## src/design/isc_pkg.sv

```systemverilog
// Constants shared by the interrupt source controller
//------------------------------------------------------------
//------------------------------------------------------------
package isc_pkg;
  localparam int unsigned NumSrc = 25;
  localparam int unsigned SrcHi = 25;
  localparam int unsigned LvlW = 3;
  localparam int unsigned NumLvl = 8;
  localparam int unsigned AdrW = 12;
  localparam int unsigned BitFiqAll = 0;
  localparam int unsigned BitSwi = 1;
  localparam int unsigned BitTmr2 = 4;
  localparam int unsigned BitTmr3 = 5;
  localparam int unsigned EvtIrq = 0;
  localparam int unsigned EvtFiq = 1;
  localparam logic [AdrW-1:0] OffIrqSta = 12'h000;
  localparam logic [AdrW-1:0] OffIrqRaw = 12'h004;
  localparam logic [AdrW-1:0] OffIrqEn = 12'h008;
  localparam logic [AdrW-1:0] OffIrqClr = 12'h00C;
  localparam logic [AdrW-1:0] OffSwi = 12'h010;
  localparam logic [AdrW-1:0] OffNest = 12'h014;
  localparam logic [AdrW-1:0] OffVec = 12'h018;
  localparam logic [AdrW-1:0] OffEoi = 12'h01C;
  localparam logic [AdrW-1:0] OffPrio0 = 12'h020;
  localparam logic [AdrW-1:0] OffEvtSta = 12'h030;
  localparam logic [AdrW-1:0] OffEvtMsk = 12'h034;
  localparam logic [AdrW-1:0] OffFiqSta = 12'h100;
  localparam logic [AdrW-1:0] OffFiqRaw = 12'h104;
  localparam logic [AdrW-1:0] OffFiqEn = 12'h108;
  localparam logic [AdrW-1:0] OffFiqClr = 12'h10C;
  localparam logic [31:0] RdZero = 32'h0000_0000;
endpackage

```

## src/design/isc_prio_if.sv

```systemverilog
// Carrier between the controller and its priority resolver
`timescale 1ns/1ps
`default_nettype none
interface isc_prio_if;
  import isc_pkg::*;
  logic [SrcHi:1]   active;
  logic [LvlW-1:0]  prio [1:SrcHi];
  logic             bestValid;
  logic [4:0]       bestSrc;
  logic [LvlW-1:0]  bestLvl;
  modport enc (input active, prio, output bestValid, bestSrc, bestLvl);
  modport ctl (output active, prio, input bestValid, bestSrc, bestLvl);
endinterface
`default_nettype wire

```

## src/design/isc_top.sv

```systemverilog
// Interrupt source controller with vectored nesting
//
// Design decisions made here: the register addresses and the Wishbone slave port.
`timescale 1ns/1ps
`default_nettype none
module isc_top
  import isc_pkg::*;
(
  input  wire logic              clk,
  input  wire logic              rst,
  input  wire logic [SrcHi:2]    periphReq,
  input  wire logic              wakeReq,
  input  wire logic              wdogReq,
  input  wire logic              wbCyc,
  input  wire logic              wbStb,
  input  wire logic              wbWe,
  input  wire logic [AdrW-1:0]   wbAdr,
  input  wire logic [3:0]        wbSel,
  input  wire logic [31:0]       wbDatI,
  output logic      [31:0]       wbDatO,
  output logic                   wbAck,
  output logic                   irqReq,
  output logic                   fiqReq,
  output logic                   intOut
);

  //----------------------------------------------------------
  // Bus front end
  //----------------------------------------------------------
  logic             wrStb;
  logic             rdStb;
  logic [31:0]      wMask;
  logic [31:0]      wBits;
  logic [31:0]      rdData;

  isc_wb_slave u_bus (
    .clk    (clk),
    .rst    (rst),
    .wbCyc  (wbCyc),
    .wbStb  (wbStb),
    .wbWe   (wbWe),
    .wbSel  (wbSel),
    .rdData (rdData),
    .wbDatO (wbDatO),
    .wbAck  (wbAck),
    .wrStb  (wrStb),
    .rdStb  (rdStb),
    .wMask  (wMask)
  );

  assign wBits = wbDatI & wMask;

  //----------------------------------------------------------
  // Source sampling
  //----------------------------------------------------------
  logic [SrcHi:1]   raw_q;
  logic             swi_q;
  logic [SrcHi:2]   raw_d;

  always_comb
  begin
    raw_d = periphReq;
    raw_d[BitTmr2] = periphReq[BitTmr2] | wakeReq;
    raw_d[BitTmr3] = periphReq[BitTmr3] | wdogReq;
  end

  // Bits 6,7 flash blocks; 8 ADC; 9,10 UARTs
  always_ff @(posedge clk)
  begin
    if (rst) raw_q <= '0;
    else raw_q <= {raw_d, swi_q};
  end

  always_ff @(posedge clk)
  begin
    if (rst) swi_q <= 1'b0;
    else if (wrStb && wbAdr == OffSwi && wbSel[0])
      swi_q <= wbDatI[0];
  end

  //----------------------------------------------------------
  // Enable masks
  //----------------------------------------------------------
  logic [SrcHi:1]   irq_enable_mask_q;
  logic [SrcHi:1]   fiqEn_q;
  logic [SrcHi:1]   irq_active_status;
  logic [SrcHi:1]   fiqAct;
  logic [SrcHi:0]   fiq_active_status;

  always_ff @(posedge clk)
  begin
    if (rst) irq_enable_mask_q <= '0;
    else if (wrStb && wbAdr == OffIrqEn)
      irq_enable_mask_q <= irq_enable_mask_q | wBits[SrcHi:1];
    else if (wrStb && wbAdr == OffIrqClr)
      irq_enable_mask_q <= irq_enable_mask_q & ~wBits[SrcHi:1];
  end

  always_ff @(posedge clk)
  begin
    if (rst) fiqEn_q <= '0;
    else if (wrStb && wbAdr == OffFiqEn)
      fiqEn_q <= fiqEn_q | wBits[SrcHi:1];
    else if (wrStb && wbAdr == OffFiqClr)
      fiqEn_q <= fiqEn_q & ~wBits[SrcHi:1];
  end

  assign irq_active_status = raw_q & irq_enable_mask_q;
  assign fiqAct = raw_q & fiqEn_q;
  assign fiq_active_status = {fiqAct, |fiqAct};

  //----------------------------------------------------------
  // Priorities and nesting
  //----------------------------------------------------------
  logic [LvlW-1:0]  prio_q [1:SrcHi];
  logic [127:0]     prioFlat;
  logic             nestEn_q;
  logic [NumLvl-1:0] inSvc_q;
  logic [LvlW-1:0]  curLvl;
  logic             svcAny;

  isc_prio_if pif ();

  isc_prio_enc u_enc (
    .pif (pif.enc)
  );

  assign pif.active = irq_active_status;
  assign prioFlat[3:0] = 4'h0;
  assign prioFlat[127:104] = 24'h00_0000;

  for (genvar s = 1; s <= SrcHi; s++)
  begin : g_prio
    localparam logic [AdrW-1:0] Off = OffPrio0 + AdrW'(4 * (s / 8));
    localparam int Nib = (s % 8) * 4;
    always_ff @(posedge clk)
    begin
      if (rst) prio_q[s] <= '0;
      else if (wrStb && wbAdr == Off && wbSel[Nib / 8])
        prio_q[s] <= wbDatI[Nib +: LvlW];
    end
    assign pif.prio[s] = prio_q[s];
    assign prioFlat[s*4 +: 4] = {1'b0, prio_q[s]};
  end

  always_ff @(posedge clk)
  begin
    if (rst) nestEn_q <= 1'b0;
    else if (wrStb && wbAdr == OffNest && wbSel[0])
      nestEn_q <= wbDatI[0];
  end

  always_comb
  begin
    svcAny = |inSvc_q;
    curLvl = LvlW'(NumLvl - 1);
    for (int i = NumLvl - 1; i >= 0; i--)
    begin
      if (inSvc_q[i]) curLvl = LvlW'(i);
    end
  end

  // Vector read enters a level; end-of-service write leaves the top one
  always_ff @(posedge clk)
  begin
    if (rst) inSvc_q <= '0;
    else if (!nestEn_q) inSvc_q <= '0;
    else if (rdStb && wbAdr == OffVec && pif.bestValid)
      inSvc_q[pif.bestLvl] <= 1'b1;
    else if (wrStb && wbAdr == OffEoi && svcAny)
      inSvc_q[curLvl] <= 1'b0;
  end

  //----------------------------------------------------------
  // Core request lines
  //----------------------------------------------------------
  always_ff @(posedge clk)
  begin
    if (rst) irqReq <= 1'b0;
    else if (nestEn_q)
      irqReq <= pif.bestValid && (!svcAny || pif.bestLvl < curLvl);
    else irqReq <= |irq_active_status;
  end

  always_ff @(posedge clk)
  begin
    if (rst) fiqReq <= 1'b0;
    else fiqReq <= fiq_active_status[BitFiqAll];
  end

  //----------------------------------------------------------
  // Controller events
  //----------------------------------------------------------
  logic             irqPrev_q;
  logic             fiqPrev_q;
  logic [1:0]       evtSet;
  logic [1:0]       evtSta_q;
  logic [1:0]       evtMsk_q;

  always_ff @(posedge clk)
  begin
    if (rst)
    begin
      irqPrev_q <= 1'b0;
      fiqPrev_q <= 1'b0;
    end
    else
    begin
      irqPrev_q <= irqReq;
      fiqPrev_q <= fiqReq;
    end
  end

  assign evtSet[EvtIrq] = irqReq & ~irqPrev_q;
  assign evtSet[EvtFiq] = fiqReq & ~fiqPrev_q;

  // Set wins over a same-cycle clear
  always_ff @(posedge clk)
  begin
    if (rst) evtSta_q <= 2'h0;
    else if (wrStb && wbAdr == OffEvtSta)
      evtSta_q <= (evtSta_q & ~wBits[1:0]) | evtSet;
    else evtSta_q <= evtSta_q | evtSet;
  end

  always_ff @(posedge clk)
  begin
    if (rst) evtMsk_q <= 2'h0;
    else if (wrStb && wbAdr == OffEvtMsk)
      evtMsk_q <= (evtMsk_q & ~wMask[1:0]) | wBits[1:0];
  end

  always_ff @(posedge clk)
  begin
    if (rst) intOut <= 1'b0;
    else intOut <= |(evtSta_q & evtMsk_q);
  end

  //----------------------------------------------------------
  // Read multiplexer
  //----------------------------------------------------------
  always_comb
  begin
    rdData = RdZero;
    unique case (wbAdr)
      OffIrqSta: rdData = 32'({irq_active_status, 1'b0});
      OffIrqRaw: rdData = 32'({raw_q, 1'b0});
      OffIrqEn: rdData = 32'({irq_enable_mask_q, 1'b0});
      OffSwi: rdData = 32'(swi_q);
      OffNest: rdData = 32'(nestEn_q);
      OffVec: rdData = 32'({pif.bestValid, 4'h0, svcAny, curLvl,
                            pif.bestLvl, pif.bestSrc});
      OffEoi: rdData = 32'(inSvc_q);
      OffPrio0: rdData = prioFlat[31:0];
      OffPrio0 + 12'h004: rdData = prioFlat[63:32];
      OffPrio0 + 12'h008: rdData = prioFlat[95:64];
      OffPrio0 + 12'h00C: rdData = prioFlat[127:96];
      OffEvtSta: rdData = 32'(evtSta_q);
      OffEvtMsk: rdData = 32'(evtMsk_q);
      OffFiqSta: rdData = 32'(fiq_active_status);
      OffFiqRaw: rdData = 32'({raw_q, 1'b0});
      OffFiqEn: rdData = 32'({fiqEn_q, 1'b0});
      default: rdData = RdZero;
    endcase
  end
endmodule // isc_top
`default_nettype wire

```

## src/design/isc_prio_enc.sv

```systemverilog
// Priority resolver: picks the most urgent active source
`timescale 1ns/1ps
`default_nettype none
module isc_prio_enc
  import isc_pkg::*;
(
  isc_prio_if.enc pif
);
  //----------------------------------------------------------
  // Lowest level value wins, ties go to the lowest bit
  //----------------------------------------------------------
  always_comb
  begin
    pif.bestValid = 1'b0;
    pif.bestSrc = 5'h00;
    pif.bestLvl = '1;
    for (int s = SrcHi; s >= 1; s--)
    begin
      if (pif.active[s] && (!pif.bestValid || pif.prio[s] <= pif.bestLvl))
      begin
        pif.bestValid = 1'b1;
        pif.bestSrc = 5'(s);
        pif.bestLvl = pif.prio[s];
      end
    end
  end
endmodule // isc_prio_enc
`default_nettype wire

```

## src/design/isc_wb_slave.sv

```systemverilog
// Classic Wishbone slave front end with registered answer
`timescale 1ns/1ps
`default_nettype none
module isc_wb_slave
  import isc_pkg::*;
(
  input  wire logic         clk,
  input  wire logic         rst,
  input  wire logic         wbCyc,
  input  wire logic         wbStb,
  input  wire logic         wbWe,
  input  wire logic [3:0]   wbSel,
  input  wire logic [31:0]  rdData,
  output logic      [31:0]  wbDatO,
  output logic              wbAck,
  output logic              wrStb,
  output logic              rdStb,
  output logic      [31:0]  wMask
);
  logic take;
  assign take = wbCyc & wbStb & ~wbAck;
  assign wrStb = take & wbWe;
  assign rdStb = take & ~wbWe;
  for (genvar b = 0; b < 4; b++)
  begin : g_mask
    assign wMask[b*8 +: 8] = {8{wbSel[b]}};
  end
  always_ff @(posedge clk)
  begin
    if (rst) wbAck <= 1'b0;
    else wbAck <= take;
  end
  always_ff @(posedge clk)
  begin
    if (rst) wbDatO <= RdZero;
    else if (rdStb) wbDatO <= rdData;
  end
endmodule // isc_wb_slave
`default_nettype wire

```

## config.mk

```make
export PLATFORM = sky130hd
export DESIGN_NAME = isc_top
export DESIGN_NICKNAME = d
export VERILOG_FILES = /design/src/design/isc_pkg.sv /design/src/design/isc_prio_if.sv /design/src/design/isc_top.sv /design/src/design/isc_prio_enc.sv /design/src/design/isc_wb_slave.sv
export SDC_FILE = /design/constraint.sdc
export NUM_CORES = 1
export LEC_CHECK = 0
export BUFFER_PORTS_ARGS = -buffer_cell sky130_fd_sc_hd__buf_4
export CORE_MARGIN = 2
export CORE_UTILIZATION = 52
export CTS_CLUSTER_DIAMETER = 120
export CTS_CLUSTER_SIZE = 25
export DETAILED_ROUTE_END_ITERATION = 10
export PLACE_DENSITY = 0.74
export SLEW_MARGIN = 20
export SYNTH_ARGS = -nofsm -noshare
export SYNTH_HDL_FRONTEND = slang
export SYNTH_SLANG_ARGS = --single-unit
```

## constraint.sdc

```tcl
create_clock -name clk -period 33.2 [get_ports clk]
set_clock_uncertainty 0.2 [all_clocks]
set_input_delay 4.98 -clock clk [delete_from_list [all_inputs] [get_ports clk]]
set_output_delay 4.98 -clock clk [all_outputs]
set_load 0.1 [all_outputs]
```

==> results.cfg, run 1 <==
[critical_path]
max_stage_delay_ns = 0.47
r2r_setup_slack_ns = 0.73
r2r_end = irqReq
cp_max_fo = 8
reg2reg_depth = 175
crit_slowest_cell = edfxtp_1
worstSetupPathType = flop to flop
cp_data_required_time_ns = 33.39
crit_path_start_kind = flop
cp_common_cell = ha_1
end_kind = flop
reg2reg_from = prio_q[0][77]
arrival_ns = 32.66

[grt]
grt_first_pass_wirelength_mm = 70.9
grt_max_degree = 76
grt_antenna_before_repair = 0
grt_pass1_vias = 12000
overflow = 0
grt_use_total_pct = 35.2

[synth]
synth_flop_cell = dfxtp_1
netlist_area_um2 = 13100
async_flop_share_pct = 0
synth_seq_cells = 200
yosysTopAreaCellShare_pct = 19.1
synthSimpleGateAreaFrac_pct = 23.6
synth.distinct_cells = 87
synth_top_family_by_area = compound AO/OA/AOI/OAI gates
yosys.area_share.adder_pct = 7.08
yosys_warnings = 0
syn_inst = 1579
synth_xor_area_share_pct = 0
synth_edf_count = 75
synth.area.top_cells = dfxtp_1, edfxtp_1, ha_1
synth_commonest_cells = nand2_1, nor2_1, dfxtp_1
postSynthAreaPerCell_um2 = 8.28
synth_compound_area_share_pct = 26.9
yosys-mux-area-fraction_pct = 1.61
seq_area_frac_synth_pct = 36.3
synth_most_common_cell = nand2_1
synth_area_leader_cell = dfxtp_1

[layout]
antenna_cells = 0
final_cells = 2090
stdcell_area_um2 = 16300
drive_gt1_share_pct = 24.9
finish.utilization_pct = 65.3
layout.nets = 1900
area_growth_pct = 24.6

[pwr]
cellLeakagePower_nw = 6.77
irDropWorstVdd_mv = 0.0287
total_power_mw = 0.529
pwr_density_cell_nw_per_um2 = 32.5

[timing]
drv_slew = 0
finalHoldViolations = 0
fin_setup_tns_ns = 0
setup_viol_count_final = 0
fin_crit_ns = 32.47
fin_crit_sh_pct = 97.8
max_freq_ghz = 0.0308
worst_slack_ns = 0.730
relSlewSlack_pct = 27.9
holdWs_ns = 0.263
max_slew.worst_pin.slew_ns = 1.08

[routing]
remaining_drc_errors = 0
routed_via_density = 6.64
first_pass_iters = 7
routed_wl_mm = 49.6
wl_per_cell_um = 23.8
num_vias = 13900
dr.first_iter.drc_count = 1989
antenna_left = 0

[hold_path]
worstHoldPathType = flop to flop
holdPathEnd = u_bus.wbDatO[2]
hp-start = u_bus.wbDatO[2]
holdPathStages = 2

[floorplan]
die_w_um = 163
dieArea_um2 = 26400
coreArea_um2 = 25000
num_rows = 58
io_pins = 115
initial_core_util_pct = 52.4
die-height_um = 163

[place]
place_congestion = 0.997
dp.cells = 1994
dpl_cell_area_um2 = 14400
dp_slack_ns = -0.816
dpl.hpwl_mm = 35.1
portBuffers = 110

[clock_tree]
clock_latency_ns = 0.46
htree_levels = 4
clock_path_buffers = 2
cts.sink_count = 200
clkTransAtPathRegs_ns = 0.10
numCtsBuffers = 17
cts_tree = built
cts-root-buf = clkbuf_16
ctsHoldBuffers = 0

[flow_run]
maxCapViolCount = 0

[status]
status = completed
==> cell usage in the layout, fill, tap and decap left out, types with 7 or more instances in the layout <==
master / instances
a32oi_2: 10
clkbuf_16: 17
edfxtp_1: 75
a221oi_1: 19
dfxtp_1: 123
nor3_1: 12
o21ai_2: 10
nor2b_1: 51
or2_2: 8
and3_1: 35
a22oi_1: 57
a21o_1: 38
inv_1: 59
and2_1: 57
a21oi_2: 17
o21ai_0: 77
nor2_2: 10
nand2b_1: 8
a222oi_1: 18
nand3b_1: 7
nand4_1: 7
o21ai_1: 20
buf_6: 8
buf_4: 221
o21a_1: 11
ha_1: 60
nor2_1: 124
a21oi_1: 105
nand2_1: 174
a31o_2: 10
ha_4: 13
mux2_2: 7
a31oi_1: 12
nand3_1: 90
o211ai_1: 9
==> routing by layer <==
layer | up-vias | share of wire [%] | global-route usage, %
met5 | - | 0 | 0
met3 | 137 | 13 | 7.03
met2 | 961 | 45 | 53.6
li1 | 6195 | - | -
met1 | 6591 | 39 | 49.7
met4 | 0 | 4.1 | 12.6
==> final cells by class <==
cell class,instances,area (um^2)
Inverter,62,235
Clock buffer,17,425
Sequential cell,200,4760
Multi-Input combinational cell,1237,8510
Clock inverter,15,204
Fill cell,2048,8660
Tap cell,330,413
Timing Repair Buffer,229,1750
==> timing repair <==
action	4_1_cts	5_1_grt
buffers inserted	2	62
endpoints found under the setup margin	15	17
resized for setup	16	149
pin swaps	3	83
endpoints found under the hold margin	0	0
==> critical path, delay by kind of cell, from the launching register on <==
family                   cells  cell delay [ns]
adder cells (fa/ha/maj)     25             6.84
AND/OR/NAND/NOR             41             5.97
flip-flops                   1             0.47
multiplexers                 6             1.80
buffers and inverters       15             2.03
AO/OA/AOI/OAI               88            15.03
==> report_power, final <==
group / switching (mW) / total, mW / internal (mW)
Combinational: 0.0202 / 0.0329 / 0.0127
Clock: 0.121 / 0.227 / 0.106
Sequential: 0.00994 / 0.269 / 0.259
==> kinds of logic after synthesis <==
family,after synthesis
buffers and inverters,143
multiplexers,19
adder cells (fa/ha/maj),74
AND/OR/NAND/NOR,631
other,1
AO/OA/AOI/OAI,511
flip-flops,200
==> how the worst max path moves through the flow <==
stage	slack [ns]	from	depth (start not counted)	to
after floorplan	1.11	raw_q[25]	176	irqReq
after global placement	-0.14	flop	172	irqReq
after detailed placement	-0.82	flop	174	irqReq
after CTS	0.01	flop	176	irqReq
after global routing	-0.75	flop	177	irqReq
final	0.73	prio_q[0][77]	175	irqReq
(Power assumes the default switching activity.)
==> run 2, diff against run 1 <==
ABC_AREA = 1   (was unset)
==> results.cfg, run 2 <==
[status]
status = completed

[synth]
synth_commonest_cells = nand2_1, inv_1, nor2_1
yosysTopAreaCellShare_pct = 18.9
synth_area_leader_cell = dfxtp_1
postSynthAreaPerCell_um2 = 7.04
syn_inst = 1880
async_flop_share_pct = 0
seq_area_frac_synth_pct = 35.9
synth_seq_cells = 200
synth_flop_cell = dfxtp_1
synth.area.top_cells = dfxtp_1, edfxtp_1, nand2_1
yosys_warnings = 0
synth_most_common_cell = nand2_1
netlist_area_um2 = 13200
synth_edf_count = 75
synth.distinct_cells = 55

[pwr]
pwr_density_cell_nw_per_um2 = 34.9
internal_power_mw = 0.377
switching_share_pct = 28.7
irDropWorstVdd_mv = 0.0475
seqPwrFrac_pct = 50.1
power_frac_clock_pct = 43.6
p_switching_mw = 0.152
comb_power_share_pct = 6.2
cellLeakagePower_nw = 7.05

[critical_path]
end_kind = flop
worstSetupPathType = flop to flop
max_stage_delay_ns = 0.45
cp_common_cell = nand2_1
cp_data_required_time_ns = 33.37
crit_path_start_kind = flop
cp_max_fo = 9
crit_slowest_cell = dfxtp_1
arrival_ns = 31.01

[layout]
area_growth_pct = 14.7
drive_gt1_share_pct = 13.6
layout.nets = 2140
layout_commonest_cell = nand2_1
finish.utilization_pct = 60.4
antenna_cells = 0
mostFrequentLayoutCells = nand2_1, inv_1, nor2_1

[routing]
wl_per_cell_um = 21.8
remaining_drc_errors = 0
antenna_left = 0
num_vias = 13900
routed_wl_mm = 50.9
first_pass_iters = 6
dr.first_iter.drc_count = 1751
routed_via_density = 5.97

[grt]
overflow = 0
grt_first_pass_wirelength_mm = 76.0
grt_max_degree = 72
grt_antenna_before_repair = 0
top_usage_layer = met2
grtUsageMet1_pct = 54.0
grt_use_total_pct = 38.3
grt_pass1_vias = 13100
grtUsageMet2_pct = 56.3
grtUsageMet3_pct = 10.4

[timing]
max_freq_ghz = 0.0324
worst_slack_ns = 2.36
drv_slew = 0
max_slew.worst_pin.slew_ns = 1.27
setup_viol_count_final = 0
finalHoldViolations = 0
relSlewSlack_pct = 14.0
fin_crit_sh_pct = 92.9
fin_crit_ns = 30.84

[hold_path]
worstHoldPathType = flop to flop

[clock_tree]
numCtsBuffers = 17
clock_path_buffers = 2
cts_tree = built
cts-root-buf = clkbuf_16
htree_levels = 4
clock_latency_ns = 0.46
clkTransAtPathRegs_ns = 0.09
cts.sink_count = 200

[floorplan]
initial_core_util_pct = 52.7
die_w_um = 164
num_rows = 58
io_pins = 115
dieArea_um2 = 26700
coreArea_um2 = 25100
die-height_um = 164

[place]
dp_slack_ns = 1.85
place_congestion = 1.06
portBuffers = 110
dpl.hpwl_mm = 40.2

[flow_run]
maxCapViolCount = 0
[run 2: what timing repair did]
item | 4_1_cts | 5_1_grt
hold endpoints to repair | 0 | 0
hold buffers | 0 | 0
resized for setup | 0 | 16
setup endpoints to repair | 0 | 17
setup buffers | 0 | 8
[run 2: routing by layer]
layer  vias up  wire, um
met5         -         0
met4         0      1810
met3       132      6400
met2       838     21300
met1      6465     21300
li1       6485         -
[run 2: logic make-up after synthesis]
| group | share of synthesized area (%) |
|---|---|
| other cells | 0.0283 |
| flops | 35.9 |
| compound gates | 16.5 |
| buf+inv | 9.55 |
| simple gates | 31.0 |
| fa+ha+maj | 7.00 |
[run 2: path summary, 6_finish.rpt]
kind	startpoint	to	slack, ns	cells after the start
hold / removal	u_bus.wbDatO[25]	u_bus.wbDatO[25]	0.27	2
setup reg to reg	flop	irqReq	2.36	219
setup / recovery	flop	irqReq	2.36	219
hold reg to reg	u_bus.wbDatO[25]	u_bus.wbDatO[25]	0.27	2
[run 2: power groups by stage]
stage | clock, mW | sequential, mW | combinational (mW)
floorplan | 0 | 0.268 | 0.0173
global placement | 0 | 0.271 | 0.0314
detailed placement | 0 | 0.271 | 0.0321
CTS | 0.230 | 0.265 | 0.0322
global route | 0.240 | 0.266 | 0.0360
finish | 0.231 | 0.265 | 0.0330
[run 2: stage by stage]
step	cells	total power, mW	hold slack (ns)	TNS [ns]	instance area, um^2
floorplan	1881	0.285	0.213	0	13200
global placement	2290	0.302	0.217	0	14400
detailed placement	2290	0.303	0.246	0	14400
CTS	2322	0.527	0.266	0	15100
global route	2330	0.542	0.272	-0.0304	15200
finish	2330	0.529	0.269	0	15200
[run 2: worst max-delay path, delay by kind of cell, from the launching register on]
kind,cells,cell delay [ns]
flip-flops,1,0.45
adder cells (fa/ha/maj),25,6.76
AND/OR/NAND/NOR,102,10.86
AO/OA/AOI/OAI,46,8.19
buffers and inverters,46,4.29
[run 2: cell type report]
| cell class | instances | area, um^2 |
|---|---|---|
| timing repair buffer | 134 | 1010 |
| fill | 2398 | 9930 |
| multi-input combinational | 1347 | 7270 |
| clock inverter | 15 | 221 |
| sequential | 200 | 4750 |
| tap | 330 | 413 |
| clock buffer | 17 | 425 |
| inverter | 287 | 1080 |
